[config.mk]
export PLATFORM = sky130hd
export DESIGN_NAME = sts_supervisor
export DESIGN_NICKNAME = d
export VERILOG_FILES = /design/src/pkg/sts_pkg.sv /design/src/core/sts_supervisor.sv
export VERILOG_INCLUDE_DIRS = /design/src /design/src/pkg
export SDC_FILE = /design/constraint.sdc
export NUM_CORES = 1
export LEC_CHECK = 0
export BUFFER_PORTS_ARGS = -buffer_cell sky130_fd_sc_hd__buf_2
export CAP_MARGIN = 10
export CORE_MARGIN = 3
export CORE_UTILIZATION = 50
export CTS_CLUSTER_DIAMETER = 120
export DETAILED_ROUTE_END_ITERATION = 6
export PLACE_DENSITY = 0.7
export SKIP_LAST_GASP = 1
export SLEW_MARGIN = 20
export SYNTH_ARGS = -nofsm -noshare
export SYNTH_HDL_FRONTEND = slang
export SYNTH_SLANG_ARGS = --single-unit
[constraint.sdc]
create_clock -name clk -period 4.7 [get_ports clk]
set_input_delay 1.175 -clock clk [delete_from_list [all_inputs] [get_ports clk]]
set_output_delay 1.175 -clock clk [all_outputs]
set_load 0.005 [all_outputs]
[src/pkg/sts_defs.svh]
// constants of the supply and thermal supervisor
// What this block does
// - the buck clock is the oscillator clock halved, and further divided clocks feed core, timers, pwm and converter.
// - software trims the oscillator by plus or minus ten percent through the trim register.
// - while the die is above the warning level the temperature event is raised, which interrupts the host only when unmasked.
// - a temperature warning during power-down wakes the device.
// - above the critical level the critical flag is logged and the device shuts down to reset at once.
// - the thermal fault stays active while the die remains above the warning level.
// - the critical flag survives the shutdown so software can read it after power-up.
// - above the highest level the digital core gets a power-on reset at once.
// - an undervoltage setting loaded from one-time memory picks 2.5 V to 3.25 V in 50 mV steps.
// - a hysteresis setting loaded from one-time memory puts supply-good 100 mV to 450 mV above undervoltage.
// - a supply below supply-good raises the supply warning event, which interrupts only when unmasked.
// - a supply below undervoltage for more than 100 ms in run mode logs the supply fault and starts shutdown to reset.
// - the active-low reset output is asserted when that shutdown starts.
// - the supply fault is also shown on an active-low supply fault output.
`ifndef STS_DEFS_SVH
`define STS_DEFS_SVH

// ----------------------------------------
// register offsets
// ----------------------------------------
`define STS_ADDR_PAGE    8'h00
`define STS_ADDR_STATUS  8'h01
`define STS_ADDR_FAULT   8'h05
`define STS_ADDR_EVENTA  8'h06
`define STS_ADDR_EVENTB  8'h07
`define STS_ADDR_MASKA   8'h0A
`define STS_ADDR_MASKB   8'h0B
`define STS_ADDR_TRIM    8'h40
`define STS_ADDR_SUPCFG  8'h41
`define STS_ADDR_CTRL    8'h42

// ----------------------------------------
// field positions
// ----------------------------------------
`define STS_FLT_TEMP     4
`define STS_FLT_VDD      2
`define STS_EVB_VDDWARN  7
`define STS_EVB_TEMP     1
`define STS_STA_WAKE     1
`define STS_CTL_PWRDN    0

// ----------------------------------------
// reset values and limits
// ----------------------------------------
`define STS_MASK_RESET   8'h00
`define STS_REG_RESET    8'h00
`define STS_UVSEL_RESET  4'h0
`define STS_HYST_RESET   3'h0
`define STS_SYNC_ONES    3'h7
`define STS_TRIM_RESET   5'h10
`define STS_TRIM_MAX     5'h14
`define STS_UV_MAX       4'hF
`define STS_HYST_MAX     3'h7

// ----------------------------------------
// timing
// ----------------------------------------
`define STS_CLK_HZ       50000000
`define STS_UV_TIME_MS   100
`define STS_UV_CYCLES    ((`STS_CLK_HZ / 1000) * `STS_UV_TIME_MS + 1)
`define STS_SYNC_ZERO    3'h0

`endif

[src/pkg/sts_pkg.sv]
// types of the supply and thermal supervisor
package sts_pkg;
  typedef enum logic [1:0] {
    STS_RUN,
    STS_SHUTDOWN,
    STS_RESET
  } sts_mode_type;
endpackage : sts_pkg

[src/core/sts_supervisor.sv]
// supply and thermal supervisor with clock dividers and register port
`timescale 1ns/1ns
`include "sts_defs.svh"

module sts_supervisor #(
  parameter int UV_CYCLES = `STS_UV_CYCLES,
  parameter int DIV_WIDTH = 8
) (
  input  wire logic       clk,
  input  wire logic       arst_n,
  input  wire logic       tempWarnIn,
  input  wire logic       tempCritIn,
  input  wire logic       tempPorIn,
  input  wire logic       supplyGoodIn,
  input  wire logic       supplyUvIn,
  input  wire logic       otpLoad,
  input  wire logic [3:0] otpUvSelect,
  input  wire logic [2:0] otpHystSelect,
  input  wire logic [7:0] regAddr,
  input  wire logic [7:0] regWdata,
  input  wire logic       regWrite,
  input  wire logic       regRead,
  output logic      [7:0] regRdata,
  output logic            irq,
  output logic            wakeUp,
  output logic            corePorReq,
  output logic            system_reset_out_n,
  output logic            supply_fault_out_n,
  output logic      [4:0] oscillator_trim,
  output logic      [3:0] undervoltage_threshold_select,
  output logic      [2:0] supply_hysteresis_select,
  output logic            buckClk,
  output logic [DIV_WIDTH-1:0] divClk
);

  // ----------------------------------------
  // input synchronisers
  // ----------------------------------------
  logic [2:0] syncWarn, syncCrit, syncPor, syncGood, syncUv;
  logic       tempWarn, tempCrit, tempPor, supplyGood, supplyUv;

  function automatic logic filt(input logic [2:0] s, input logic prev);
    // change accepted once the second and third stages agree
    filt = (s[1] == s[2]) ? s[2] : prev;
  endfunction : filt

  always_ff @(posedge clk or negedge arst_n) begin
    if (!arst_n) begin
      syncWarn <= `STS_SYNC_ZERO;
      syncCrit <= `STS_SYNC_ZERO;
      syncPor  <= `STS_SYNC_ZERO;
      syncGood <= `STS_SYNC_ONES;
      syncUv   <= `STS_SYNC_ZERO;
      tempWarn <= 1'b0;
      tempCrit <= 1'b0;
      tempPor  <= 1'b0;
      supplyGood <= 1'b1;
      supplyUv <= 1'b0;
    end else begin
      syncWarn <= {syncWarn[1:0], tempWarnIn};
      syncCrit <= {syncCrit[1:0], tempCritIn};
      syncPor  <= {syncPor[1:0], tempPorIn};
      syncGood <= {syncGood[1:0], supplyGoodIn};
      syncUv   <= {syncUv[1:0], supplyUvIn};
      tempWarn <= filt(syncWarn, tempWarn);
      tempCrit <= filt(syncCrit, tempCrit);
      tempPor  <= filt(syncPor, tempPor);
      supplyGood <= filt(syncGood, supplyGood);
      supplyUv <= filt(syncUv, supplyUv);
    end
  end

  // ----------------------------------------
  // clock division
  // ----------------------------------------
  logic [DIV_WIDTH-1:0] divCount;

  always_ff @(posedge clk or negedge arst_n) begin
    if (!arst_n) begin
      divCount <= '0;
    end else begin
      divCount <= divCount + 1'b1;
    end
  end

  // bit 0 toggles at half the clock rate; higher bits give the slower taps
  assign buckClk = divCount[0];
  assign divClk  = divCount;

  // ----------------------------------------
  // register decode
  // ----------------------------------------
  logic [7:0] pageSel, faultLog, eventA, eventB, maskA, maskB, statusA;
  logic       powerDown;
  sts_pkg::sts_mode_type mode, next_mode;

  wire wrPage   = regWrite && (regAddr == `STS_ADDR_PAGE);
  wire wrFault  = regWrite && (regAddr == `STS_ADDR_FAULT);
  wire wrEventA = regWrite && (regAddr == `STS_ADDR_EVENTA);
  wire wrEventB = regWrite && (regAddr == `STS_ADDR_EVENTB);
  wire wrMaskA  = regWrite && (regAddr == `STS_ADDR_MASKA);
  wire wrMaskB  = regWrite && (regAddr == `STS_ADDR_MASKB);
  wire wrTrim   = regWrite && (regAddr == `STS_ADDR_TRIM);
  wire wrSupCfg = regWrite && (regAddr == `STS_ADDR_SUPCFG);
  wire wrCtrl   = regWrite && (regAddr == `STS_ADDR_CTRL);

  // ----------------------------------------
  // undervoltage qualification
  // ----------------------------------------
  logic [31:0] uvCount;
  wire         uvExpired = supplyUv && (uvCount >= 32'(UV_CYCLES));

  always_ff @(posedge clk or negedge arst_n) begin
    if (!arst_n) begin
      uvCount <= '0;
    end else if (!supplyUv) begin
      uvCount <= '0;
    end else if (!uvExpired) begin
      uvCount <= uvCount + 32'd1;
    end
  end

  // ----------------------------------------
  // events
  // ----------------------------------------
  wire tempEvent = tempWarn;
  wire vddEvent  = !supplyGood;
  wire critEvent = tempCrit;
  wire uvEvent   = uvExpired && (mode == sts_pkg::STS_RUN);

  wire [7:0] setEventB = ({7'h00, tempEvent} << `STS_EVB_TEMP) | ({7'h00, vddEvent} << `STS_EVB_VDDWARN);
  wire [7:0] setFault  = ({7'h00, critEvent} << `STS_FLT_TEMP) | ({7'h00, uvEvent} << `STS_FLT_VDD);

  always_ff @(posedge clk or negedge arst_n) begin
    if (!arst_n) begin
      eventA   <= `STS_REG_RESET;
      eventB   <= `STS_REG_RESET;
      maskA    <= `STS_MASK_RESET;
      maskB    <= `STS_MASK_RESET;
      pageSel  <= `STS_REG_RESET;
    end else begin
      // set wins over a write-one clear in the same cycle
      eventA <= wrEventA ? (eventA & ~regWdata) : eventA;
      eventB <= (wrEventB ? (eventB & ~regWdata) : eventB) | setEventB;
      if (wrMaskA) maskA <= regWdata;
      if (wrMaskB) maskB <= regWdata;
      if (wrPage) pageSel <= regWdata;
    end
  end

  // the fault log is cleared only by software, never by the shutdown
  always_ff @(posedge clk or negedge arst_n) begin
    if (!arst_n) begin
      faultLog <= `STS_REG_RESET;
    end else begin
      faultLog <= (wrFault ? (faultLog & ~regWdata) : faultLog) | setFault;
    end
  end

  // ----------------------------------------
  // trim and supply settings
  // ----------------------------------------
  always_ff @(posedge clk or negedge arst_n) begin
    if (!arst_n) begin
      oscillator_trim <= `STS_TRIM_RESET;
      undervoltage_threshold_select <= `STS_UVSEL_RESET;
      supply_hysteresis_select <= `STS_HYST_RESET;
      powerDown <= 1'b0;
    end else begin
      // codes beyond the range are clamped to the ten percent limit
      if (wrTrim) oscillator_trim <= (regWdata[4:0] > `STS_TRIM_MAX) ? `STS_TRIM_MAX : regWdata[4:0];
      if (otpLoad) begin
        undervoltage_threshold_select <= otpUvSelect;
        supply_hysteresis_select      <= otpHystSelect;
      end else if (wrSupCfg) begin
        undervoltage_threshold_select <= regWdata[3:0];
        supply_hysteresis_select      <= regWdata[6:4];
      end
      // the wake wins over a software write in the same cycle, so a hot die is never missed
      if (tempEvent && powerDown) powerDown <= 1'b0;
      else if (wrCtrl) powerDown <= regWdata[`STS_CTL_PWRDN];
    end
  end

  // ----------------------------------------
  // mode control
  // ----------------------------------------
  always_comb begin
    next_mode = mode;
    case (mode)
      sts_pkg::STS_RUN: begin
        if (critEvent) next_mode = sts_pkg::STS_RESET;
        else if (uvEvent) next_mode = sts_pkg::STS_SHUTDOWN;
      end
      sts_pkg::STS_SHUTDOWN: begin
        next_mode = sts_pkg::STS_RESET;
      end
      sts_pkg::STS_RESET: begin
        // held while the die stays hot or the supply is low
        // the critical level is checked too, so a lone critical input cannot toggle the mode
        if (!tempWarn && !tempCrit && !supplyUv) next_mode = sts_pkg::STS_RUN;
      end
      default: begin
        next_mode = sts_pkg::STS_RESET;
      end
    endcase
  end

  always_ff @(posedge clk or negedge arst_n) begin
    if (!arst_n) begin
      mode <= sts_pkg::STS_RUN;
    end else begin
      mode <= next_mode;
    end
  end

  // ----------------------------------------
  // outputs
  // ----------------------------------------
  always_ff @(posedge clk or negedge arst_n) begin
    if (!arst_n) begin
      irq                <= 1'b0;
      wakeUp             <= 1'b0;
      corePorReq         <= 1'b0;
      system_reset_out_n <= 1'b1;
      supply_fault_out_n <= 1'b1;
    end else begin
      irq <= |(eventA & ~maskA) || |(eventB & ~maskB);
      wakeUp <= tempEvent && powerDown;
      corePorReq <= tempPor;
      system_reset_out_n <= !(next_mode != sts_pkg::STS_RUN);
      supply_fault_out_n <= !faultLog[`STS_FLT_VDD];
    end
  end

  // mode in bits 3:2, power-down request in bit 1
  assign statusA = {4'h0, 2'(mode), powerDown, 1'b0};

  // ----------------------------------------
  // read port
  // ----------------------------------------
  logic [7:0] readMux;

  always_comb begin
    if (regAddr == `STS_ADDR_PAGE) readMux = pageSel;
    else if (regAddr == `STS_ADDR_STATUS) readMux = statusA;
    else if (regAddr == `STS_ADDR_FAULT) readMux = faultLog;
    else if (regAddr == `STS_ADDR_EVENTA) readMux = eventA;
    else if (regAddr == `STS_ADDR_EVENTB) readMux = eventB;
    else if (regAddr == `STS_ADDR_MASKA) readMux = maskA;
    else if (regAddr == `STS_ADDR_MASKB) readMux = maskB;
    else if (regAddr == `STS_ADDR_TRIM) readMux = {3'h0, oscillator_trim};
    else if (regAddr == `STS_ADDR_SUPCFG) readMux = {1'b0, supply_hysteresis_select, undervoltage_threshold_select};
    else if (regAddr == `STS_ADDR_CTRL) readMux = {7'h00, powerDown};
    else readMux = 8'h00;
  end

  always_ff @(posedge clk or negedge arst_n) begin
    if (!arst_n) begin
      regRdata <= `STS_REG_RESET;
    end else begin
      regRdata <= regRead ? readMux : 8'h00;
    end
  end

endmodule : sts_supervisor

## Yosys cells after proc, flatten, opt, wreduce, memory -nomap -nowiden

Cells that the tools add are included.

| storage, ports and cells | value |
|---|---|
| bits in registers | 136 |
| input port bits | 33 |

| cells by class | value |
|---|---|
| add/sub/neg operators | 2 |
| magnitude comparators | 2 |
| equal/unequal tests | 16 |
| mux-type cells | 26 |
| bitwise logic cells | 12 |
| reductions and logical operators | 28 |

Operator list:

| cell | number |
|---|---|
| $mux 8 | 10 |
| $mux 32 | 2 |
| $and 8x8->8 | 5 |
| $add 32x1->32 const B | 1 |
| $ge 32x23->1 const B | 1 |
| $eq 8x3->1 const B | 3 |
| $eq 8x7->1 const B | 3 |
| $not 8->8 | 3 |
| $eq 8x4->1 const B | 2 |
| $reduce_or 8->1 | 2 |
| $logic_and 1x1->1 | 14 |
| $mux 7 | 2 |
| $add 8x1->8 const B | 1 |
| $eq 8x1->1 const B | 1 |
| $logic_not 8->1 | 1 |
| $mux 4 | 2 |
| $or 2x8->8 | 1 |
| $or 8x5->8 | 1 |
| $or 8x8->8 | 1 |
| $logic_not 1->1 | 6 |
| $mux 2 | 3 |
| $mux 3 | 2 |
| $reduce_bool 2->1 | 3 |
| $eq 1x1->1 | 5 |
| 9 further kinds | 11 |

## Logic depth before layout (Yosys ltp)

Gate-level depths: netlist (run 1).

| depth | value |
|---|---|
| depth in word-level cells | 12 |
| gate-level depth with buffers | 8 |
| gate-level depth less buffers | 7 |

## Least setup slack after synthesis (run 1)

Ideal clock, no wire load.

| timing | value |
|---|---|
| path type | input to register |
| start | input port regAddr[5] |
| end | register pageSel[0] |
| library setup time | 0.128 ns |
| arrival | 2.869 ns |
| data required time | 4.572 ns |
| path slack | 1.703 ns |
| stages | 7 |
| cell sequence | or4_1 > clkbuf_1 > or3_1 > buf_2 > nor2_8 > nand2_4 > mux2_1 |

| on the way | value |
|---|---|
| word-level cells in the longest chain between the ends | 2 |

Ends and longest elaborated chain:

| element | RTL line | source |
|---|---|---|
| start: declaration | sts_supervisor.sv:19 | `input wire logic [7:0] regAddr,` |
| $logic_not 8->1 (no source line) | -- |  |
| $logic_and 1x1->1 | sts_supervisor.sv:97 | `` wire wrPage = regWrite && (regAddr == `STS_ADDR_PAGE); `` |
| end signal: assignment | sts_supervisor.sv:140 | `` pageSel <= `STS_REG_RESET; `` |
| end signal: assignment | sts_supervisor.sv:147 | `if (wrPage) pageSel <= regWdata;` |
| end: declaration | sts_supervisor.sv:93 | `logic [7:0] pageSel, faultLog, eventA, eventB, maskA, maskB, statusA;` |

No other way between the ends.
A chain may end at the register's enable or synchronous reset.

## Worst setup path after layout (run 1)

| timing | value |
|---|---|
| start | input port regAddr[5] |
| end | register eventB[1] |

| on the way | value |
|---|---|
| word-level cells in the longest chain between the ends | 4 |

Ends and longest elaborated chain:

| element | RTL line | source |
|---|---|---|
| $eq 8x3->1 (no source line) | -- |  |
| $logic_and 1x1->1 | sts_supervisor.sv:100 | `` wire wrEventB = regWrite && (regAddr == `STS_ADDR_EVENTB); `` |
| $mux 8 | sts_supervisor.sv:144 | `eventB <= (wrEventB ? (eventB & ~regWdata) : eventB) \| setEventB;` |
| $or 8x8->8 | sts_supervisor.sv:144 |  |
| end signal: assignment | sts_supervisor.sv:137 | `` eventB <= `STS_REG_RESET; `` |
| end signal: assignment | sts_supervisor.sv:144 |  |
| end: declaration | sts_supervisor.sv:93 |  |

No other way between the ends.

==> results.py, run 1 <==
metrics = {
    "worst_hold_path": {
        "hold_path.class": "reg -> reg",
        "hold_depth": 0,
        "min_from": "syncWarn[0]",
    },
    "logic_synthesis": {
        "ys.flop_type": "dfrtp_1",
        "synth-seq-cells": 136,
        "syn_inst": 580,
        "synth_edf_count": 0,
        "syn_area_mm2": 0.00622,
        "yosysSeqAreaShare": 0.549,
        "avgSynthCellArea_um2": 10.7,
        "ys.warnings.count": 0,
        "async_flop_share": 1.00,
        "synth_fp_nets": 617,
        "synth_cell_type_count": 64,
    },
    "setup_path": {
        "cp.required_ns": 5.01,
        "crit_path_end_kind": "register",
        "r2r_end": "uvCount[21]",
        "cp-startpoint": "regAddr[5]",
        "rrSetupSlack_ns": 2.14,
        "endpoint": "eventB[1]",
        "rr_startpoint": "uvCount[23]",
        "crit_fanout": 15,
        "worstSetupPathType": "in -> reg",
        "cpPeakStageDelay_ns": 0.88,
        "rr_worst_depth": 5,
        "cp.arrival_ns": 3.42,
        "crit_slowest_cell": "nor3_1",
        "path_cells": "buf_2 > or4_1 > nor3_1 > a21oi_1 > or2_2",
        "startpoint_type": "input port",
    },
    "layout": {
        "final_util": 0.602,
        "syn2layout_area_growth_pct": 16.9,
        "nets": 676,
        "layout-drive-gt1-share": 0.218,
        "fill_cells": 1023,
        "diodes": 0,
    },
    "clock_network": {
        "cts_max_path_buffers": 2,
        "insertion_delay_ns": 0.42,
        "clock_sinks": 136,
        "cts_max_level": 4,
        "ctsRootBufferMaster": "clkbuf_16",
        "cts_tree": "done",
        "cts_setup_buffers": 0,
        "ctsHoldBuffers": 0,
        "cts_resized": 0,
        "numCtsBuffers": 17,
        "clk_pin_slew_ns": 0.06,
    },
    "pwr": {
        "internal_power_w": 0.00209,
        "p_clk_frac": 0.483,
        "p_switching_w": 0.000665,
        "p_comb_frac": 0.060,
        "vdd_drop_max_v": 0.000288,
        "p_per_area_mw_per_mm2": 379,
        "power_frac_seq": 0.457,
        "power.leakage_nw": 3.31,
        "switching_share": 0.241,
    },
    "timing": {
        "rsz0062_at_grt": "false",
        "min_period_over_period": 0.662,
        "fmax_ghz": 0.322,
        "finalSetupTns_ns": 0,
        "worstMarginPinSlew_ns": 0.984,
        "max_slew_margin": 0.344,
        "slew_viol_final": 0,
        "hold_viol": 0,
        "period_needed_ns": 3.11,
        "setup_viol": 0,
        "skew_ns": 0.0141,
    },
    "route": {
        "avgRoutedWirePerCell_um": 18.7,
        "drc_errors": 0,
        "routed_wl_mm": 15.3,
        "ant_nets": 0,
        "detail_route.first_pass.iterations": 5,
        "vias_per_cell": 5.95,
        "num_vias": 4876,
        "drt_iter0_drc": 578,
    },
    "global_route": {
        "grtUsageMet1": 0.325,
        "grt_overflow": 0,
        "grt_max_degree": 117,
        "top_usage_layer": "met2",
        "grt_pass1_vias": 4707,
        "grt_use_met3": 0.0567,
        "antenna_found_initial": 0,
        "grtUsageTotal": 0.229,
        "grt_pass1_wl_mm": 25.0,
        "grt_use_met2": 0.339,
    },
    "floorplan": {
        "dieArea_mm2": 0.0138,
        "die_h_um": 118,
        "fp.dieW_um": 118,
        "row_count": 40,
        "coreArea_mm2": 0.0121,
        "io_pins": 67,
        "start_util": 0.515,
    },
    "status": {
        "status": "completed",
    },
    "placed_design": {
        "dp_hpwl_mm": 10.5,
        "gp_congestion": 0.934,
        "port-buffer-count": 66,
    },
    "run": {
        "drv_cap": 0,
    },
}
[synth_stat cells, types with 9 or more instances]
cell,instances,area (µm²)
a21boi_0,10,75.1
a21oi_1,35,175
a22o_1,10,87.6
and2_1,10,62.6
clkbuf_1,21,78.8
dfrtp_1,129,3230
inv_1,30,113
mux2_2,23,259
mux2i_1,19,190
nand2_1,51,191
nand2b_1,9,56.3
nand3_1,19,95.1
nand4_1,9,56.3
nor2_1,19,71.3
nor3_1,12,60.1
nor4_1,11,68.8
o21ai_0,28,140
o31ai_1,12,90.1
or4_1,10,75.1
[critical path, delay by kind of cell]
| family | cells | cell delay (ns) |
|---|---|---|
| simple gates | 3 | 1.98 |
| compound gates | 1 | 0.14 |
| buf+inv | 1 | 0.11 |
[worst min path at each step]
stage                             end
after floorplan           syncCrit[1]
after global placement    syncWarn[1]
after detailed placement  syncCrit[1]
after CTS                 syncCrit[1]
after global routing        syncUv[1]
final                     syncWarn[1]
[sequential cells by signal, indices dropped and copies added, names as in the netlist, 4 cells and up]
name / flops
maskA: 8
undervoltage_threshold_select: 4
pageSel: 8
oscillator_trim: 5
uvCount: 32
faultLog: 8
eventA: 8
divClk: 8
eventB: 8
regRdata: 8
maskB: 8
[power groups by stage]
stage	clock network, W	logic, W	registers [W]
3_3_place_gp	0	0.000159	0.00128
6_report	0.00133	0.000164	0.00126
2_1_floorplan	0	0.0000905	0.00126
4_1_cts	0.00136	0.000165	0.00126
3_5_place_dp	0	0.000164	0.00128
5_1_grt	0.00142	0.000183	0.00127
[cells by family after synthesis]
logic type	Yosys count	synth area share
and+or+nand+nor	183	0.161
buffers and inverters	59	0.0368
adders and majority gates	9	0.0161
xor gates and xnor gates	6	0.00845
DFF	136	0.549
muxes	43	0.0741
AOI/OAI and AO/OA	144	0.155
[cells in the final DEF (no fill, tap or decap), types with 6 or more instances in the layout]
| cell | instances |
|---|---|
| dfrtp_1 | 129 |
| buf_2 | 65 |
| nand2_1 | 51 |
| a21oi_1 | 35 |
| inv_1 | 30 |
| o21ai_0 | 28 |
| mux2_2 | 23 |
| nand3_1 | 19 |
| nor2_1 | 19 |
| mux2i_1 | 19 |
| clkbuf_16 | 17 |
| nor3_1 | 12 |
| o31ai_1 | 12 |
| nor4_1 | 11 |
| or4_1 | 10 |
| a22o_1 | 10 |
| and2_1 | 10 |
| a21boi_0 | 10 |
| nand4_1 | 9 |
| nand2b_1 | 9 |
| or3_1 | 7 |
| nor2b_1 | 7 |
| o22ai_1 | 7 |
| dfstp_2 | 7 |
| a211oi_1 | 6 |
[metal layers]
metal,part of all wire,vias to the layer above
met1,0.46,2425
met5,0,-
li1,-,2247
met2,0.47,172
met4,0.019,0
met3,0.057,32
[area by class of cell]
class / count / area, µm² / area share
clock inverters: 12 / 140 / 0.0193
repair buffers: 68 / 354 / 0.0487
clock buffers: 20 / 457 / 0.0629
well taps: 168 / 210 / 0.0289
flip-flops and latches: 136 / 3410 / 0.470
inverters: 31 / 116 / 0.0160
multi-input cells: 385 / 2580 / 0.355
[per-stage QoR]
stage          cell area [µm²]  worst slack, ns  total power, W  hold WS [ns]  cells
6_report                  7270             1.59         0.00276         0.347    820
5_1_grt                   7270             1.41         0.00287         0.356    820
4_1_cts                   7260             1.59         0.00278         0.349    820
3_5_place_dp              6670             1.15         0.00144         0.335    788
3_3_place_gp              6670             1.18         0.00144         0.332    788
2_1_floorplan             6220             1.70         0.00135         0.331    580
Power figures use the tool's default switching activity.
==> inputs of run 2 (changes only) <==
Clock period 4.7 ns to 3.3 ns, I/O delays scaled along.
==> results.py, run 2 (same netlist as run 1, synthesis figures left out) <==
metrics = {
    "pwr": {
        "vdd_drop_max_v": 0.000402,
        "p_total_w": 0.00392,
        "power.leakage_nw": 3.37,
        "p_per_area_mw_per_mm2": 533,
    },
    "layout": {
        "largest-register": "uvCount",
        "final_common_cell": "dfrtp_1",
        "instances_no_fill": 832,
        "nets": 689,
        "layout-drive-gt1-share": 0.232,
        "diodes": 0,
        "mostFrequentLayoutCells": "dfrtp_1 (129), buf_2 (65), nand2_1 (51)",
        "fill_cells": 1036,
        "largest_reg_flops": 32,
        "syn2layout_area_growth_pct": 18.2,
    },
    "setup_path": {
        "crit_slowest_cell": "o211a_1",
        "startpoint_type": "register",
        "cp.arrival_ns": 2.92,
        "path_cells": "inv_1 > ha_1 > nor4b_1 > a21oi_1 > o211a_1 > nor4_1 > mux2i_1",
        "rrSetupSlack_ns": 0.72,
        "cp.required_ns": 3.63,
        "r2r_end": "uvCount[5]",
        "cpPeakStageDelay_ns": 0.52,
        "crit_path_end_kind": "register",
        "worstSetupPathType": "reg -> reg",
        "critPathBufInv": 1,
        "rr_worst_depth": 7,
        "cp_top_family": "simple AND/OR/NAND/NOR gates",
        "crit_fanout": 27,
        "rr_startpoint": "uvCount[1]",
    },
    "global_route": {
        "grtUsageTotal": 0.240,
        "grt_pass1_vias": 4919,
        "grt_max_degree": 48,
        "grt_overflow": 0,
        "grt_pass1_wl_mm": 26.1,
        "antenna_found_initial": 1,
    },
    "timing": {
        "rsz0062_at_grt": "false",
        "slew_viol_final": 0,
        "max_slew_margin": 0.350,
        "min_period_over_period": 0.783,
        "worstMarginPinSlew_ns": 0.976,
        "setup_viol": 0,
        "period_needed_ns": 2.58,
        "fmax_ghz": 0.387,
        "skew_ns": 0.00735,
        "finalSetupTns_ns": 0,
        "hold_viol": 0,
    },
    "route": {
        "num_vias": 4916,
        "drt_iter0_drc": 469,
        "detail_route.first_pass.iterations": 5,
        "drc_errors": 0,
        "ant_nets": 0,
        "routed_wl_mm": 15.9,
        "vias_per_cell": 5.91,
        "avgRoutedWirePerCell_um": 19.1,
    },
    "clock_network": {
        "cts_max_path_buffers": 2,
        "cts_setup_buffers": 0,
        "ctsHoldBuffers": 0,
        "cts_resized": 0,
        "cts_max_level": 4,
        "insertion_delay_ns": 0.42,
        "ctsRootBufferMaster": "clkbuf_16",
        "numCtsBuffers": 17,
        "cts_tree": "done",
        "clock_sinks": 136,
        "clk_pin_slew_ns": 0.06,
    },
    "worst_hold_path": {
        "hold_path.class": "in -> async",
    },
    "placed_design": {
        "dpl.cell_count": 801,
        "gp_congestion": 0.909,
        "port-buffer-count": 66,
        "dp_hpwl_mm": 11.2,
    },
    "floorplan": {
        "io_pins": 67,
        "fp.dieW_um": 118,
        "row_count": 40,
        "die_h_um": 118,
        "dieArea_mm2": 0.0138,
        "start_util": 0.515,
        "coreArea_mm2": 0.0121,
    },
    "run": {
        "drv_cap": 0,
    },
    "status": {
        "status": "completed",
    },
}
-- run 2: final cells by class --
type / count / area (µm²) / area share
clock buffer: 19 / 443 / 0.0603
clock inverter: 12 / 143 / 0.0194
timing repair buffer: 81 / 449 / 0.0611
inverter: 31 / 116 / 0.0158
sequential: 136 / 3410 / 0.464
tap: 168 / 210 / 0.0286
multi-input combinational: 385 / 2580 / 0.351
-- run 2: routing by layer --
layer  track usage  part of all wire  vias to the layer above  routed length (µm)
li1              -                 -                     2260                   -
met1         0.346              0.47                     2461                7430
met2         0.361              0.46                      157                7380
met3        0.0557             0.049                       36                 776
met4        0.0813             0.020                        2                 312
met5             0           0.00044                        -                   7
-- run 2: through the flow --
step / cell area [µm²] / setup WS, ns / hold slack [ns] / utilization
floorplan: 6220 / 0.653 / 0.331 / -
global placement: 6760 / 0.406 / 0.336 / 0.561
detailed placement: 6760 / 0.348 / 0.338 / 0.561
CTS: 7350 / 0.716 / 0.349 / 0.609
global route: 7350 / 0.511 / 0.358 / 0.609
finish: 7350 / 0.715 / 0.346 / 0.609
-- run 2: worst max-delay path by stage --
stage                startpoint           to  slack [ns]  cells past startpoint
floorplan            regAddr[5]   pageSel[0]        0.65                      7
global placement     regAddr[5]   pageSel[0]        0.41                      6
detailed placement   regAddr[5]   pageSel[0]        0.35                      6
CTS                 uvCount[23]  uvCount[15]        0.72                      5
global route         uvCount[1]  uvCount[11]        0.51                      7
finish               uvCount[1]   uvCount[5]        0.72                      7
-- run 2: report_power, final --
part	internal, W	switching (W)
logic	0.0000897	0.000150
registers	0.00173	0.0000628
clock network	0.00114	0.000745
==> inputs of run 3 (changes only) <==
Clock period 3.3 ns to 2.45 ns, I/O delays scaled along.
==> results.py, run 3 (same netlist as run 1, synthesis figures left out) <==
metrics = {
    "status": {
        "status": "completed",
    },
    "timing": {
        "max_slew_margin": 0.644,
        "worstMarginPinSlew_ns": 0.534,
        "min_period_over_period": 0.931,
        "slew_viol_final": 0,
        "hold_viol": 0,
        "finalSetupTns_ns": 0,
        "setup_viol": 0,
        "skew_ns": 0.00816,
        "period_needed_ns": 2.28,
        "fmax_ghz": 0.439,
        "rsz0062_at_grt": "false",
    },
    "layout": {
        "diodes": 0,
        "final_util": 0.627,
        "syn2layout_area_growth_pct": 21.6,
        "largest-register": "uvCount",
        "nets": 710,
        "mostFrequentLayoutCells": "dfrtp_1 (129), buf_2 (65), nand2_1 (51)",
        "layout-drive-gt1-share": 0.258,
        "largest_reg_flops": 32,
        "final_common_cell": "dfrtp_1",
        "fill_cells": 996,
    },
    "clock_network": {
        "cts_max_level": 4,
        "clk_pin_slew_ns": 0.06,
        "cts_resized": 0,
        "ctsHoldBuffers": 0,
        "cts_max_path_buffers": 2,
        "ctsRootBufferMaster": "clkbuf_16",
        "numCtsBuffers": 17,
        "clock_sinks": 136,
        "cts_tree": "done",
        "cts_setup_buffers": 0,
        "insertion_delay_ns": 0.42,
    },
    "route": {
        "avgRoutedWirePerCell_um": 18.7,
        "ant_nets": 0,
        "routed_wl_mm": 16.0,
        "vias_per_cell": 5.84,
        "drc_errors": 0,
        "num_vias": 4988,
        "detail_route.first_pass.iterations": 4,
        "drt_iter0_drc": 424,
    },
    "setup_path": {
        "startpoint_type": "register",
        "cp_top_family": "simple AND/OR/NAND/NOR gates",
        "rr_startpoint": "uvCount[23]",
        "cpPeakStageDelay_ns": 0.53,
        "rrSetupSlack_ns": 0.17,
        "crit_path_end_kind": "register",
        "crit_fanout": 10,
        "critPathBufInv": 1,
        "rr_worst_depth": 6,
        "r2r_end": "uvCount[12]",
        "worstSetupPathType": "reg -> reg",
        "cp.required_ns": 2.79,
        "cp.arrival_ns": 2.62,
        "path_cells": "or4_4 > nor4_4 > nand2_2 > buf_4 > nor4_1 > mux2i_1",
        "crit_slowest_cell": "or4_4",
    },
    "pwr": {
        "p_per_area_mw_per_mm2": 704,
        "power.leakage_nw": 3.48,
        "switching_share": 0.242,
        "internal_power_w": 0.00403,
        "p_total_w": 0.00532,
        "vdd_drop_max_v": 0.000540,
        "p_clk_frac": 0.481,
        "p_comb_frac": 0.068,
        "power_frac_seq": 0.452,
        "p_switching_w": 0.00129,
    },
    "global_route": {
        "antenna_found_initial": 0,
        "grt_overflow": 0,
        "grt_max_degree": 57,
        "grtUsageTotal": 0.243,
        "grt_pass1_vias": 5072,
        "grt_pass1_wl_mm": 26.7,
    },
    "placed_design": {
        "port-buffer-count": 66,
        "gp_congestion": 0.966,
        "dp_hpwl_mm": 11.3,
    },
    "worst_hold_path": {
        "hold_path.class": "in -> async",
    },
    "floorplan": {
        "dieArea_mm2": 0.0138,
        "io_pins": 67,
        "fp.dieW_um": 118,
        "die_h_um": 118,
        "row_count": 40,
        "start_util": 0.515,
        "coreArea_mm2": 0.0121,
    },
    "run": {
        "drv_cap": 0,
    },
}
## run 3: changes by cell type in the layout (fill, tap and decap cells not counted), sizes merged
| cell | previous run | this run |
|---|---|---|
| clkinvlp | 1 | 6 |
| clkinv | 7 | 3 |
| buf | 81 | 102 |
## run 3: per-layer routing
layer,GRT usage,up-vias,routed length (µm)
met5,0,-,0
met4,0.0923,0,366
met3,0.0519,27,809
met2,0.378,147,7670
met1,0.338,2513,7140
li1,-,2301,-
## run 3: cell type report
class,instances,area (µm²),share of cell area
Tap cell,168,210,0.0278
Inverter,31,116,0.0154
Clock inverter,13,145,0.0192
Multi-Input combinational cell,385,2580,0.341
Timing Repair Buffer,102,644,0.0853
Sequential cell,136,3410,0.451
Clock buffer,19,453,0.0599
## run 3: worst max path at each step
stage | start | end | slack (ns) | cells past startpoint
after detailed placement | regAddr[5] | pageSel[0] | -0.02 | 6
after CTS | uvCount[23] | uvCount[12] | 0.14 | 6
after floorplan | regAddr[5] | pageSel[0] | 0.02 | 7
after global routing | uvCount[25] | uvCount[12] | 0.06 | 6
final | uvCount[23] | uvCount[12] | 0.17 | 6
after global placement | regAddr[5] | pageSel[0] | 0.006 | 6
## run 3: worst reg2reg max path: cells and delay by family, from the launching register on
family	cells	cell delay (ns)
and+or+nand+nor	4	1.36
muxes	1	0.25
DFF	1	0.39
buffers and inverters	1	0.19
## run 3: metrics by stage
stage	instance area, µm²	instances	worst slack [ns]	hold slack (ns)
floorplan	6220	580	0.0159	0.317
global placement	6960	822	0.00647	0.333
detailed placement	6960	822	-0.0186	0.340
CTS	7560	854	0.141	0.165
global route	7560	854	0.0614	0.169
finish	7560	854	0.170	0.127
## run 3: power groups by stage
stage	logic [W]	clock network (W)	registers [W]
3_3_place_gp	0.000348	0	0.00244
2_1_floorplan	0.000174	0	0.00242
5_1_grt	0.000405	0.00269	0.00242
4_1_cts	0.000364	0.00260	0.00240
3_5_place_dp	0.000362	0	0.00244
6_report	0.000359	0.00256	0.00240
